$ cat src/sccr_regs.vh
// constants for the serial configuration, sync protection and group check block
`ifndef SCCR_REGS_VH
`define SCCR_REGS_VH

// address codes, first bit shifted is bit 0
`define SCCR_ADDR_CTRL 8'hfa
`define SCCR_ADDR_READ 8'hfb
`define SCCR_ADDR_CRC 8'hfc

// field widths of the serial words
`define SCCR_ADDR_BITS 8
`define SCCR_WORD_BITS 16
`define SCCR_BYTE_BITS 8

// control word layout
`define SCCR_SEL_LO 8
`define SCCR_SEL_HI 11
`define SCCR_VAL_LO 0
`define SCCR_VAL_HI 7

// register select codes
`define SCCR_SEL_ALLOW 4'h0
`define SCCR_SEL_BLOCK 4'h1
`define SCCR_SEL_FRAME 4'h2
`define SCCR_SEL_MODE 4'h3

// reset values: upper nibble unsynchronized, lower nibble synchronized
`define SCCR_DEF_ALLOW 8'h22
`define SCCR_DEF_PROT 8'h17
`define SCCR_DEF_MODE 8'h00

// nibble positions inside a value
`define SCCR_UNSYNC_LO 4
`define SCCR_UNSYNC_HI 7
`define SCCR_SYNC_LO 0
`define SCCR_SYNC_HI 3

// operating mode bits
`define SCCR_BIT_SYNC_RST 4
`define SCCR_BIT_CRC_RST 7

// group check register
`define SCCR_CRC_INIT 16'h0000
`define SCCR_CRC_POLY 16'h1021

`endif

$ cat src/sccr_crc_byte.v
// group check register fed one byte at a time, first received bit first
`timescale 1ns/1ns
`include "sccr_regs.vh"
module sccr_crc_byte (
	input wire clock,
	input wire reset_n,
	input wire clear,
	input wire byteValid,
	input wire [7:0] byteIn,
	output wire allZero
);
	reg [15:0] crc_r;
	reg [15:0] crc_nxt;
	integer i;

	// eight serial shift steps unrolled by a loop
	always @* begin
		crc_nxt = crc_r;
		for (i = 0; i < `SCCR_BYTE_BITS; i = i + 1) begin
			if (crc_nxt[15] ^ byteIn[i]) begin
				crc_nxt = {crc_nxt[14:0], 1'b0} ^ `SCCR_CRC_POLY;
			end else begin
				crc_nxt = {crc_nxt[14:0], 1'b0};
			end
		end
	end

	// clear holds the register at its start value while set
	always @(posedge clock or negedge reset_n) begin
		if (!reset_n) begin
			crc_r <= `SCCR_CRC_INIT;
		end else if (clear) begin
			crc_r <= `SCCR_CRC_INIT;
		end else if (byteValid) begin
			crc_r <= crc_nxt;
		end
	end

	assign allZero = (crc_r == 16'h0000);
endmodule

$ cat src/sccr_sync_prot.v
// protection counter that decides sync / no sync from timed match results
`timescale 1ns/1ns
module sccr_sync_prot #(
	parameter CNT_W = 5
) (
	input wire clock,
	input wire reset_n,
	input wire syncReset,
	input wire tick,
	input wire match,
	input wire [3:0] unsyncLimit,
	input wire [3:0] syncLimit,
	output reg inSync_r
);
	reg [CNT_W-1:0] count_r;

	// count stores events so far, so the change happens at event limit+1
	always @(posedge clock or negedge reset_n) begin
		if (!reset_n) begin
			inSync_r <= 1'b0;
			count_r <= {CNT_W{1'b0}};
		end else if (syncReset) begin
			inSync_r <= 1'b0;
			count_r <= {CNT_W{1'b0}};
		end else if (tick) begin
			if (!inSync_r) begin
				if (!match) begin
					count_r <= {CNT_W{1'b0}};
				end else if (count_r >= {1'b0, unsyncLimit}) begin
					inSync_r <= 1'b1;
					count_r <= {CNT_W{1'b0}};
				end else begin
					count_r <= count_r + 1'b1;
				end
			end else begin
				if (match) begin
					count_r <= {CNT_W{1'b0}};
				end else if (count_r >= {1'b0, syncLimit}) begin
					inSync_r <= 1'b0;
					count_r <= {CNT_W{1'b0}};
				end else begin
					count_r <= count_r + 1'b1;
				end
			end
		end
	end
endmodule

$ cat src/sccr_top.v
// serial host control port with sync protection and group check register
//
// Behaviour
// - three address codes decoded, others do nothing
// - control address takes one 16-bit word
// - read address shifts output data per clock
// - check-data address feeds whole bytes to checker
// - bits 11 to 8 select, low byte is value
// - select 0 loads sync word error allowances
// - select 1 loads block protection counts
// - select 2 loads frame protection counts
// - select 3 writes operating mode register
// - sync word accepted within allowed bit errors
// - out of sync, matches count, mismatch clears
// - in sync, mismatches count, match clears
// - stored value is desired count minus one
// - value zero means change on first event
// - block protection defaults eight and two
// - frame protection uses inflection points, same coding
// - reset reloads all configuration defaults
// - result pin high when check register zero
// - mode bit 7 holds check register cleared
// - checker accumulates across separate transfers
// - sync reset bit clears sync state, releases data pin
// - block sync pin high while synchronized
`timescale 1ns/1ns
`include "sccr_regs.vh"
module sccr_top #(
	parameter CNT_W = 5
) (
	input wire clock,
	input wire reset_n,
	input wire chipEnable,
	input wire serial_clock_in,
	input wire serial_data_in,
	output wire dataOutPinOut,
	output wire dataOutPinOe,
	input wire [7:0] readByte,
	output reg readByteTake_r,
	input wire [15:0] block_sync_word,
	input wire [15:0] expectedSyncWord,
	input wire blockTick,
	input wire frameTick,
	input wire frameInflection,
	output wire blockSyncOut,
	output wire frameSyncOut,
	output reg group_check_result_pin_r,
	output reg [7:0] modeCtrl_r
);
	// pin synchronisers: bit 0 enable, bit 1 clock, bit 2 data
	wire [2:0] pinRaw;
	wire [2:0] pinSync;
	reg cePrev_r;
	reg clPrev_r;
	wire ceLevel;
	wire clLevel;
	wire diLevel;
	wire ceRise;
	wire ceFall;
	wire clRise;
	wire clFall;

	// serial shift state
	reg [7:0] addrShift_r;
	reg [7:0] activeAddr_r;
	reg [15:0] dataShift_r;
	reg [4:0] bitCnt_r;
	reg [7:0] readShift_r;
	reg [2:0] readCnt_r;
	reg crcByteValid_r;
	reg [7:0] crcByte_r;

	// configuration registers
	reg [7:0] errAllow_r;
	reg [7:0] blockProt_r;
	reg [7:0] frameProt_r;

	wire isCtrl;
	wire isRead;
	wire isCrc;
	wire [3:0] selCode;
	wire [7:0] selValue;
	wire syncReset;
	wire crcClear;
	wire crcZero;
	wire blockMatch;
	wire [3:0] allowNow;
	wire [4:0] errBits;

	// count of mismatched bits between two sync words
	function [4:0] popCount;
		input [15:0] v;
		integer k;
		begin
			popCount = 5'h00;
			for (k = 0; k < `SCCR_WORD_BITS; k = k + 1) begin
				popCount = popCount + {4'h0, v[k]};
			end
		end
	endfunction

	// raw pins gathered so one loop can synchronise them all
	assign pinRaw = {serial_data_in, serial_clock_in, chipEnable};

	// two flip-flops before any logic reads a pin
	// each pin lives in its own loop body so every flop has one driver
	genvar g;
	generate
		for (g = 0; g < 3; g = g + 1) begin : gSync
			reg meta_r;
			reg stage_r;
			always @(posedge clock or negedge reset_n) begin
				if (!reset_n) begin
					meta_r <= 1'b0;
					stage_r <= 1'b0;
				end else begin
					meta_r <= pinRaw[g];
					stage_r <= meta_r;
				end
			end
			assign pinSync[g] = stage_r;
		end
	endgenerate

	// only the second stage is ever read
	assign ceLevel = pinSync[0];
	assign clLevel = pinSync[1];
	assign diLevel = pinSync[2];

	// edge history taken from the second stage only
	always @(posedge clock or negedge reset_n) begin
		if (!reset_n) begin
			cePrev_r <= 1'b0;
			clPrev_r <= 1'b0;
		end else begin
			cePrev_r <= ceLevel;
			clPrev_r <= clLevel;
		end
	end

	assign ceRise = ceLevel & ~cePrev_r;
	assign ceFall = ~ceLevel & cePrev_r;
	assign clRise = clLevel & ~clPrev_r;
	assign clFall = ~clLevel & clPrev_r;

	// address decode, any other code leaves every configuration register alone
	assign isCtrl = (activeAddr_r == `SCCR_ADDR_CTRL);
	assign isRead = (activeAddr_r == `SCCR_ADDR_READ);
	assign isCrc = (activeAddr_r == `SCCR_ADDR_CRC);

	// address phase with enable low, data phase with enable high
	always @(posedge clock or negedge reset_n) begin
		if (!reset_n) begin
			addrShift_r <= 8'h00;
			activeAddr_r <= 8'h00;
			dataShift_r <= 16'h0000;
			bitCnt_r <= 5'h00;
		end else if (ceRise) begin
			activeAddr_r <= addrShift_r;
			bitCnt_r <= 5'h00;
		end else if (ceFall) begin
			activeAddr_r <= 8'h00; // transfer closed
		end else if (clRise && !ceLevel) begin
			addrShift_r <= {diLevel, addrShift_r[7:1]};
		end else if (clRise && ceLevel) begin
			dataShift_r <= {diLevel, dataShift_r[15:1]};
			// past sixteen bits the top bit sticks and the low bits keep
			// counting, so long check streams stay framed in whole bytes
			if (bitCnt_r[4]) begin
				bitCnt_r <= {1'b1, bitCnt_r[3:0] + 4'h1};
			end else begin
				bitCnt_r <= bitCnt_r + 5'h01;
			end
		end
	end

	// a whole byte of check data goes out on its eighth bit
	always @(posedge clock or negedge reset_n) begin
		if (!reset_n) begin
			crcByteValid_r <= 1'b0;
			crcByte_r <= 8'h00;
		end else begin
			crcByteValid_r <= 1'b0;
			if (clRise && ceLevel && isCrc && (bitCnt_r[2:0] == 3'h7)) begin
				crcByteValid_r <= 1'b1;
				crcByte_r <= {diLevel, dataShift_r[15:9]};
			end
		end
	end

	assign selCode = dataShift_r[`SCCR_SEL_HI:`SCCR_SEL_LO];
	assign selValue = dataShift_r[`SCCR_VAL_HI:`SCCR_VAL_LO];

	// control word applied when enable falls after sixteen bits
	always @(posedge clock or negedge reset_n) begin
		if (!reset_n) begin
			errAllow_r <= `SCCR_DEF_ALLOW;
			blockProt_r <= `SCCR_DEF_PROT;
			frameProt_r <= `SCCR_DEF_PROT;
			modeCtrl_r <= `SCCR_DEF_MODE;
		end else if (ceFall && isCtrl && (bitCnt_r >= 5'h10)) begin
			case (selCode)
				`SCCR_SEL_ALLOW: begin
					errAllow_r <= selValue;
				end
				`SCCR_SEL_BLOCK: begin
					blockProt_r <= selValue;
				end
				`SCCR_SEL_FRAME: begin
					frameProt_r <= selValue;
				end
				`SCCR_SEL_MODE: begin
					modeCtrl_r <= selValue;
				end
				default: begin
					errAllow_r <= errAllow_r;
				end
			endcase
		end
	end

	// read shifter: first byte on enable rise, next bit per clock fall
	always @(posedge clock or negedge reset_n) begin
		if (!reset_n) begin
			readShift_r <= 8'hff;
			readCnt_r <= 3'h0;
			readByteTake_r <= 1'b0;
		end else begin
			readByteTake_r <= 1'b0;
			if (ceRise && (addrShift_r == `SCCR_ADDR_READ)) begin
				readShift_r <= readByte;
				readCnt_r <= 3'h0;
				readByteTake_r <= 1'b1;
			end else if (clFall && ceLevel && isRead) begin
				if (readCnt_r == 3'h7) begin
					readShift_r <= readByte;
					readByteTake_r <= 1'b1;
				end else begin
					readShift_r <= {1'b1, readShift_r[7:1]};
				end
				readCnt_r <= readCnt_r + 3'h1;
			end
		end
	end

	// open drain: only ever pulls low, released in sync reset
	assign dataOutPinOut = 1'b0;
	assign dataOutPinOe = isRead & ceLevel & ~readShift_r[0] & ~syncReset;

	assign syncReset = modeCtrl_r[`SCCR_BIT_SYNC_RST];
	assign crcClear = modeCtrl_r[`SCCR_BIT_CRC_RST];

	// sync word recognition with the allowance of the present state
	assign allowNow = blockSyncOut ? errAllow_r[`SCCR_SYNC_HI:`SCCR_SYNC_LO] :
		errAllow_r[`SCCR_UNSYNC_HI:`SCCR_UNSYNC_LO];
	assign errBits = popCount(block_sync_word ^ expectedSyncWord);
	assign blockMatch = (errBits <= {1'b0, allowNow});

	// block sync protection
	sccr_sync_prot #(
		.CNT_W(CNT_W)
	) uBlock (
		.clock(clock),
		.reset_n(reset_n),
		.syncReset(syncReset),
		.tick(blockTick),
		.match(blockMatch),
		.unsyncLimit(blockProt_r[`SCCR_UNSYNC_HI:`SCCR_UNSYNC_LO]),
		.syncLimit(blockProt_r[`SCCR_SYNC_HI:`SCCR_SYNC_LO]),
		.inSync_r(blockSyncOut)
	);

	// frame sync protection on the inflection points
	sccr_sync_prot #(
		.CNT_W(CNT_W)
	) uFrame (
		.clock(clock),
		.reset_n(reset_n),
		.syncReset(syncReset),
		.tick(frameTick),
		.match(frameInflection),
		.unsyncLimit(frameProt_r[`SCCR_UNSYNC_HI:`SCCR_UNSYNC_LO]),
		.syncLimit(frameProt_r[`SCCR_SYNC_HI:`SCCR_SYNC_LO]),
		.inSync_r(frameSyncOut)
	);

	// group check register
	sccr_crc_byte uCrc (
		.clock(clock),
		.reset_n(reset_n),
		.clear(crcClear),
		.byteValid(crcByteValid_r),
		.byteIn(crcByte_r),
		.allZero(crcZero)
	);

	// result pin low in reset, then follows the register
	always @(posedge clock or negedge reset_n) begin
		if (!reset_n) begin
			group_check_result_pin_r <= 1'b0;
		end else begin
			group_check_result_pin_r <= crcZero;
		end
	end
endmodule

$ cat config.mk
export PLATFORM = sky130hd
export DESIGN_NAME = sccr_top
export DESIGN_NICKNAME = d
export VERILOG_FILES = /design/src/sccr_crc_byte.v /design/src/sccr_sync_prot.v /design/src/sccr_top.v
export VERILOG_INCLUDE_DIRS = /design/src
export SDC_FILE = /design/constraint.sdc
export NUM_CORES = 1
export LEC_CHECK = 0
export BUFFER_PORTS_ARGS = -buffer_cell sky130_fd_sc_hd__buf_4
export CAP_MARGIN = 20
export CORE_UTILIZATION = 40
export DETAILED_ROUTE_END_ITERATION = 8
export SLEW_MARGIN = 20
export SYNTH_ARGS = -nofsm -noshare
export SYNTH_HDL_FRONTEND = slang
export SYNTH_HIERARCHICAL = 1
export SYNTH_SLANG_ARGS = --single-unit
$ cat constraint.sdc
create_clock -name clock -period 2.25 [get_ports clock]
set_input_delay 0.225 -clock clock [delete_from_list [all_inputs] [get_ports clock]]
set_output_delay 0.225 -clock clock [all_outputs]
set_load 0.1 [all_outputs]
==> impl_metrics.json, run 1 <==
{
  "preCtsSetupSlack_ns": -2.82,
  "hp-start": "readByte[7]",
  "grt_setup_unrepaired": "true",
  "endpoint_kind": "register",
  "slew-limit-headroom": 0.597,
  "synth_commonest_cells": "dfrtp_1 (109), mux2_2 (62), ha_1 (34)",
  "synthArstFlopShare": 1.00,
  "yosys.area_share.simple": 0.124,
  "setup_viol": 6,
  "worstSetupPathType": "primary input to register",
  "cp_max_fo": 5,
  "synth_ff_type": "dfrtp_1",
  "fin_crit_sh": 2.03,
  "ys_ff_latch": 127,
  "utilization": 0.507,
  "root_buffer": "clkbuf_16",
  "yosys.area_share.xor_xnor": 0.0865,
  "grt_start_max_net_pins": 50,
  "r2r_slack_ns": -0.23,
  "yosys-top-cells-area": "dfrtp_1 (40%), mux2_2 (10%), dfstp_2 (6.9%)",
  "ys_types": 57,
  "power_mw": 7.50,
  "p_leak_nw": 3.89,
  "powerDensity_nw_per_um2": 889,
  "htree_num_levels": 4,
  "hold_ws_ns": 0.0491,
  "drc": 0,
  "port_buffers": 60,
  "vias_per_cell": 5.06,
  "synth_area_um2": 6830,
  "final_layout_size_suffix_gt1_frac": 0.351,
  "cpLargestDelayFamily": "adder cells",
  "syn_area_per_cell_um2": 12.3,
  "start_kind": "primary input",
  "reg2reg_to": "uBlock/count_r[4]$_DFFE_PN0P_",
  "finalMaxSlewViolations": 0,
  "synth_enable_flop_cells": 0,
  "clock_sinks": 127,
  "synth_top_area_cell": "dfrtp_1",
  "slowest_delay_ns": 0.56,
  "worst_pin_slew_ns": 0.604,
  "dieArea_um2": 17600,
  "antenna_cells": 0,
  "coreArea_um2": 16600,
  "whs_path_depth": 3,
  "synth_compound_area_frac": 0.0792,
  "finish.net_count": 732,
  "cts_buffers": 17,
  "gp_congestion": 0.767,
  "path_common_cell": "fa_1",
  "grt_pass1_wl_um": 22500,
  "clk_pin_slew_ns": 0.06,
  "maxCapViolCount": 0,
  "ys_seq_area_frac": 0.469,
  "synth_top_family_by_area": "simple AND/OR/NAND/NOR gates",
  "start_util": 0.410,
  "finalHoldViolCount": 0,
  "synthMuxAreaShare": 0.122,
  "post_drt_wl_per_cell_um": 15.2,
  "fmax_mhz": 219,
  "failed_checks": "setup timing",
  "track_usage": 0.163,
  "hpwl_um": 9480,
  "ant_nets": 0,
  "reg2regPathDepth": 12,
  "vias": 4417,
  "syn-num-nets": 647,
  "skew_ns": 0.00738,
  "row_count": 47,
  "die_y_um": 133,
  "setup_slack_ns": -2.33,
  "worstHoldEndpoint": "readShift_r[7]$_DFFE_PN1P_",
  "worstPathCellList": "buf_8 > xnor2_4 > fa_1 > fa_1 > fa_1 > inv_2 > fa_1 > ha_2 > fa_1 > ha_1 > nor2b_4 > o21a_1 > o21ai_1 > nand2b_1 > a22oi_2 > nor4b_4 > o211ai_1 > a21oi_1",
  "critPathSlowestCell": "fa_1",
  "synth_top_area_share": 0.400,
  "grt_antenna_before_repair": 0,
  "syn_to_final_growth_pct": 23.7,
  "ir_drop_uv": 559,
  "synthAdderAreaFrac": 0.0917,
  "drt-initial-drc-count": 129,
  "status": "complete, but fails checks",
  "cts_tree": "done",
  "grt-ovfl-total": 0,
  "yosys.cell_count.top_type": "dfrtp_1",
  "drt_wl_total_um": 13300,
  "clk_latency_ns": 0.42,
  "r2r-start": "uBlock/inSync_r$_DFFE_PN0P_",
  "hold_class": "primary input to register",
  "cp.required_ns": 2.59,
  "synthCells": 555,
  "finalCriticalPeriod_ns": 4.58,
  "yosys_warnings": 6,
  "critPathBufInv": 2,
  "cp.arrival_ns": 4.92,
  "die_w_um": 133,
  "pin_count": 62,
  "cts_max_path_buffers": 2,
  "dr.pass1.iters": 4,
  "grt_pass1_vias": 4645
}
-- state kept, by name, indices dropped and copies added (netlist names), 3 cells and up --
name,flops
activeAddr_r,8
addrShift_r,8
bitCnt_r,5
blockProt_r,8
crcByte_r,8
dataShift_r,16
errAllow_r,8
frameProt_r,8
gSync.meta_r,3
modeCtrl_r,8
readCnt_r,3
readShift_r,8
uBlock/count_r,5
uCrc/crc_r,16
uFrame/count_r,5
-- worst register-to-register path: stages, from the launching register on --
cell and delay (ns):
dfrtp_1 0.36, buf_4 0.15, mux2_2 0.34, ha_1 0.21, nor2b_4 0.11, o21a_1 0.13, o21ai_1 0.06, nand2b_1 0.09
a22oi_2 0.10, buf_4 0.15, nor4_4 0.40, o211ai_1 0.16, a21oi_1 0.14
-- cell usage in the layout (no fill, tap or decap), drive strengths merged, types with 5 or more instances in the layout --
cell type,netlist,final
dfrtp,109,109
buf,5,78
mux2,65,65
inv,31,35
ha,34,34
nor2,29,29
nand2,29,29
xnor2,27,27
a21oi,24,24
o21ai,19,19
dfstp,18,18
clkbuf,11,18
nand2b,17,17
o22ai,14,14
a211oi,12,12
nand3,11,11
mux2i,10,10
fa,10,10
clkinvlp,0,7
xnor3,7,7
nor4,7,7
o211ai,6,6
nor4b,6,6
nor3,6,6
xor2,5,5
nand4b,5,5
xor3,5,5
-- layer usage --
layer	part of all wire	GRT usage
met1	0.45	0.208
met2	0.51	0.268
met3	0.024	0.0391
met4	0.0097	0.0607
met5	0	0
-- area by class of cell --
| cell class | instances | area [um^2] |
|---|---|---|
| clock inverter | 14 | 135 |
| timing repair buffer | 82 | 702 |
| tap | 220 | 275 |
| multi-input combinational | 381 | 3580 |
| clock buffer | 18 | 429 |
| inverter | 31 | 116 |
| fill | 1451 | 8200 |
| sequential | 127 | 3200 |
-- timing repair --
action / in CTS / in global routing
setup buffers: 1 / 4
pin swaps: 4 / 19
endpoints found under the hold margin: 33 / 0
setup endpoints to repair: 6 / 17
resized for setup: 5 / 13
hold buffers: 4 / 0
-- where the power goes --
| group | total (mW) | switching, mW | internal, mW | leakage (nW) |
|---|---|---|---|---|
| Sequential | 2.57 | 0.130 | 2.44 | 1.66 |
| Clock | 2.61 | 1.08 | 1.53 | 0.252 |
| Combinational | 2.32 | 1.07 | 1.26 | 1.98 |
| Total | 7.50 | 2.28 | 5.23 | 3.89 |
-- per-stage QoR --
step                std cells  cell area [um^2]  setup TNS [ns]
floorplan                 555              6890          -13.87
global placement          832              7680          -15.68
CTS                       869              8320          -13.44
finish                    873              8440          -13.50
global route              873              8440          -14.74
detailed placement        832              7680          -16.49
-- kinds of logic (layout without fill, tap and decap cells) --
group / Yosys count / in the layout
fa+ha+maj: 44 / 44
xor+xnor: 44 / 44
simple gates: 131 / 131
flops: 127 / 127
mux: 75 / 75
buf+inv: 47 / 145
other cells: 1 / 1
compound gates: 86 / 86
-- worst max-delay path by stage --
stage                                     to  cells past startpoint                 start  slack [ns]
3_3_place_gp   uBlock/count_r[4]$_DFFE_PN0P_                     18  expectedSyncWord[11]       -2.67
4_1_cts        uBlock/count_r[1]$_DFFE_PN0P_                     18   block_sync_word[11]       -2.33
2_1_floorplan  uBlock/count_r[0]$_DFFE_PN0P_                     17  expectedSyncWord[11]       -2.36
5_1_grt        uBlock/count_r[1]$_DFFE_PN0P_                     18    block_sync_word[3]       -2.53
3_5_place_dp   uBlock/count_r[4]$_DFFE_PN0P_                     18  expectedSyncWord[13]       -2.82
6_report       uBlock/count_r[0]$_DFFE_PN0P_                     18    block_sync_word[3]       -2.33
(Power assumes the default switching activity.)
==> run 2, diff against run 1 <==
--- a/config.mk
+++ b/config.mk
@@ -8,7 +8,7 @@
 export LEC_CHECK = 0
 export BUFFER_PORTS_ARGS = -buffer_cell sky130_fd_sc_hd__buf_4
 export CAP_MARGIN = 20
-export CORE_UTILIZATION = 40
+export CORE_UTILIZATION = 30
 export DETAILED_ROUTE_END_ITERATION = 8
 export SLEW_MARGIN = 20
 export SYNTH_ARGS = -nofsm -noshare
==> run 2 against run 1 <==
The flow still finishes with violations (setup timing). Combinational power down 9.5%. Sequential share of layout area shrank 0.23 points. Total power down 1.5%. Utilization down 12 points. Global-route usage decreased by 4.1 points. Register-to-register slack is essentially flat. Maximum frequency increased by 0.95%. Critical endpoint is now uBlock/count_r[3]$_DFFE_PN0P_. Die area up 33%.
==> impl_metrics.json, run 2 (synthesis results as in run 1) <==
{
  "grt_antenna_before_repair": 0,
  "pin_count": 62,
  "swShare": 0.294,
  "skew_ns": 0.00920,
  "r2r-start": "uBlock/inSync_r$_DFFE_PN0P_",
  "post_drt_wl_per_cell_um": 14.3,
  "status": "complete, but fails checks",
  "finalCriticalPeriod_ns": 4.53,
  "p_leak_nw": 3.92,
  "track_usage": 0.121,
  "worstHoldEndpoint": "readShift_r[7]$_DFFE_PN1P_",
  "cp.arrival_ns": 4.88,
  "pwr-share-comb": 0.283,
  "cts_tree": "done",
  "die_y_um": 153,
  "cts_buffers": 17,
  "powerDensity_nw_per_um2": 870,
  "slew-limit-headroom": 0.614,
  "tns_ns": -13.17,
  "clk_pin_slew_ns": 0.06,
  "finalHoldViolCount": 0,
  "start_kind": "primary input",
  "row_count": 54,
  "finish.net_count": 731,
  "final_common_cell": "dfrtp_1",
  "setup_viol": 6,
  "dieArea_um2": 23400,
  "fmax_mhz": 221,
  "setup_slack_ns": -2.28,
  "worst_pin_slew_ns": 0.579,
  "cp.required_ns": 2.59,
  "p_int_mw": 5.22,
  "finalMaxSlewViolations": 0,
  "clock_sinks": 127,
  "drc": 0,
  "hold_class": "primary input to register",
  "clk_latency_ns": 0.42,
  "whs_path_depth": 3,
  "vias": 4373,
  "top_regs": "dataShift_r (16), uCrc/crc_r (16)",
  "gp_congestion": 0.740,
  "cp_max_fo": 5,
  "cts_max_path_buffers": 2,
  "dr.pass1.iters": 4,
  "grt-ovfl-total": 0,
  "coreArea_um2": 22100,
  "antenna_cells": 0,
  "maxCapViolCount": 0,
  "pwr-share-seq": 0.348,
  "power_mw": 7.39,
  "power_switching_mw": 2.17,
  "reg2regPathDepth": 12,
  "fin_crit_sh": 2.01,
  "ant_nets": 0,
  "mostFrequentLayoutCells": "dfrtp_1 (108), buf_4 (69), mux2_2 (62)",
  "r2r_slack_ns": -0.22,
  "root_buffer": "clkbuf_16",
  "final_layout_size_suffix_gt1_frac": 0.347,
  "drt_wl_total_um": 13300,
  "port_buffers": 60,
  "failed_checks": "setup timing",
  "start_util": 0.309,
  "reg2reg_to": "uBlock/count_r[1]$_DFFE_PN0P_",
  "grt_pass1_vias": 4539,
  "n_fill_cell": 2082,
  "syn_to_final_growth_pct": 24.5,
  "hp-start": "readByte[7]",
  "htree_num_levels": 4,
  "die_w_um": 153,
  "vias_per_cell": 4.69,
  "grt_start_max_net_pins": 81,
  "power_frac_clock": 0.369,
  "grt_setup_unrepaired": "true",
  "hpwl_um": 9410,
  "grt_pass1_wl_um": 22700,
  "ir_drop_uv": 600,
  "worstSetupPathType": "primary input to register",
  "endpoint_kind": "register",
  "drt-initial-drc-count": 235
}
## run 2: cell count changes in the layout (fill, tap and decap cells not counted), moves of 2 or more
cell        delta
buf_6          +3
clkinv_2       +3
buf_12         -3
clkinvlp_4     -5
clkbuf_8       +2
## run 2: per-layer routing
| metal | track usage | part of all wire | routed length, um |
|---|---|---|---|
| met3 | 0.0306 | 0.031 | 409 |
| met2 | 0.188 | 0.47 | 6230 |
| met5 | 0 | 0 | 0 |
| met1 | 0.165 | 0.49 | 6510 |
| met4 | 0.0433 | 0.013 | 170 |
## run 2: worst max-delay path: stages
cell,delay [ns]
buf_8,0.10
xnor2_4,0.13
fa_1,0.55
fa_1,0.44
fa_1,0.54
inv_1,0.05
fa_1,0.48
ha_2,0.19
fa_1,0.42
ha_1,0.32
nor2b_1,0.13
o21a_1,0.16
o21ai_1,0.11
nand2b_1,0.08
a22oi_2,0.22
nor4b_4,0.37
buf_4,0.19
o22ai_2,0.07
o21ai_1,0.09
## run 2: area by class of cell
| class | instances | area, um^2 | area share |
|---|---|---|---|
| inverter | 31 | 116 | 0.0137 |
| sequential | 127 | 3200 | 0.377 |
| clock inverter | 12 | 134 | 0.0158 |
| timing repair buffer | 81 | 661 | 0.0778 |
| tap | 280 | 350 | 0.0412 |
| multi-input combinational | 381 | 3580 | 0.421 |
| clock buffer | 20 | 457 | 0.0538 |
## run 2: what timing repair did
action / in CTS / in global routing
buffers inserted: 1 / 1
endpoints found under the setup margin: 6 / 7
resized for setup: 5 / 11
pin swaps: 8 / 12
hold buffers: 4 / 0
hold endpoints to repair: 99 / 0
## run 2: power groups by stage
stage          Sequential, mW  Clock, mW  Combinational, mW
2_1_floorplan            2.66          0               1.43
3_3_place_gp             2.61          0               1.94
3_5_place_dp             2.61          0               2.00
4_1_cts                  2.57       2.79               2.11
5_1_grt                  2.59       2.89               2.38
6_report                 2.57       2.72               2.10
## run 2: how the worst max path moves through the flow
stage	end	cells after the start	slack, ns	startpoint
after floorplan	uBlock/count_r[0]$_DFFE_PN0P_	17	-2.36	expectedSyncWord[11]
after global placement	uBlock/count_r[4]$_DFFE_PN0P_	18	-2.71	expectedSyncWord[11]
after detailed placement	uBlock/count_r[0]$_DFFE_PN0P_	18	-2.79	expectedSyncWord[11]
after CTS	uBlock/count_r[4]$_DFFE_PN0P_	18	-2.25	block_sync_word[11]
after global routing	uBlock/count_r[3]$_DFFE_PN0P_	19	-2.52	expectedSyncWord[7]
final	uBlock/count_r[3]$_DFFE_PN0P_	19	-2.28	block_sync_word[11]
## run 2: per-stage QoR
stage | instance area (um^2) | util | worst slack, ns | cells | hold WS, ns
4_1_cts | 8420 | 0.381 | -2.25 | 931 | 0.0124
3_5_place_dp | 7760 | 0.351 | -2.79 | 894 | 0.0429
6_report | 8500 | 0.385 | -2.28 | 932 | 0.0292
3_3_place_gp | 7760 | 0.351 | -2.71 | 894 | 0.0444
2_1_floorplan | 6890 | - | -2.36 | 555 | -0.0706
5_1_grt | 8500 | 0.385 | -2.52 | 932 | 0.0488
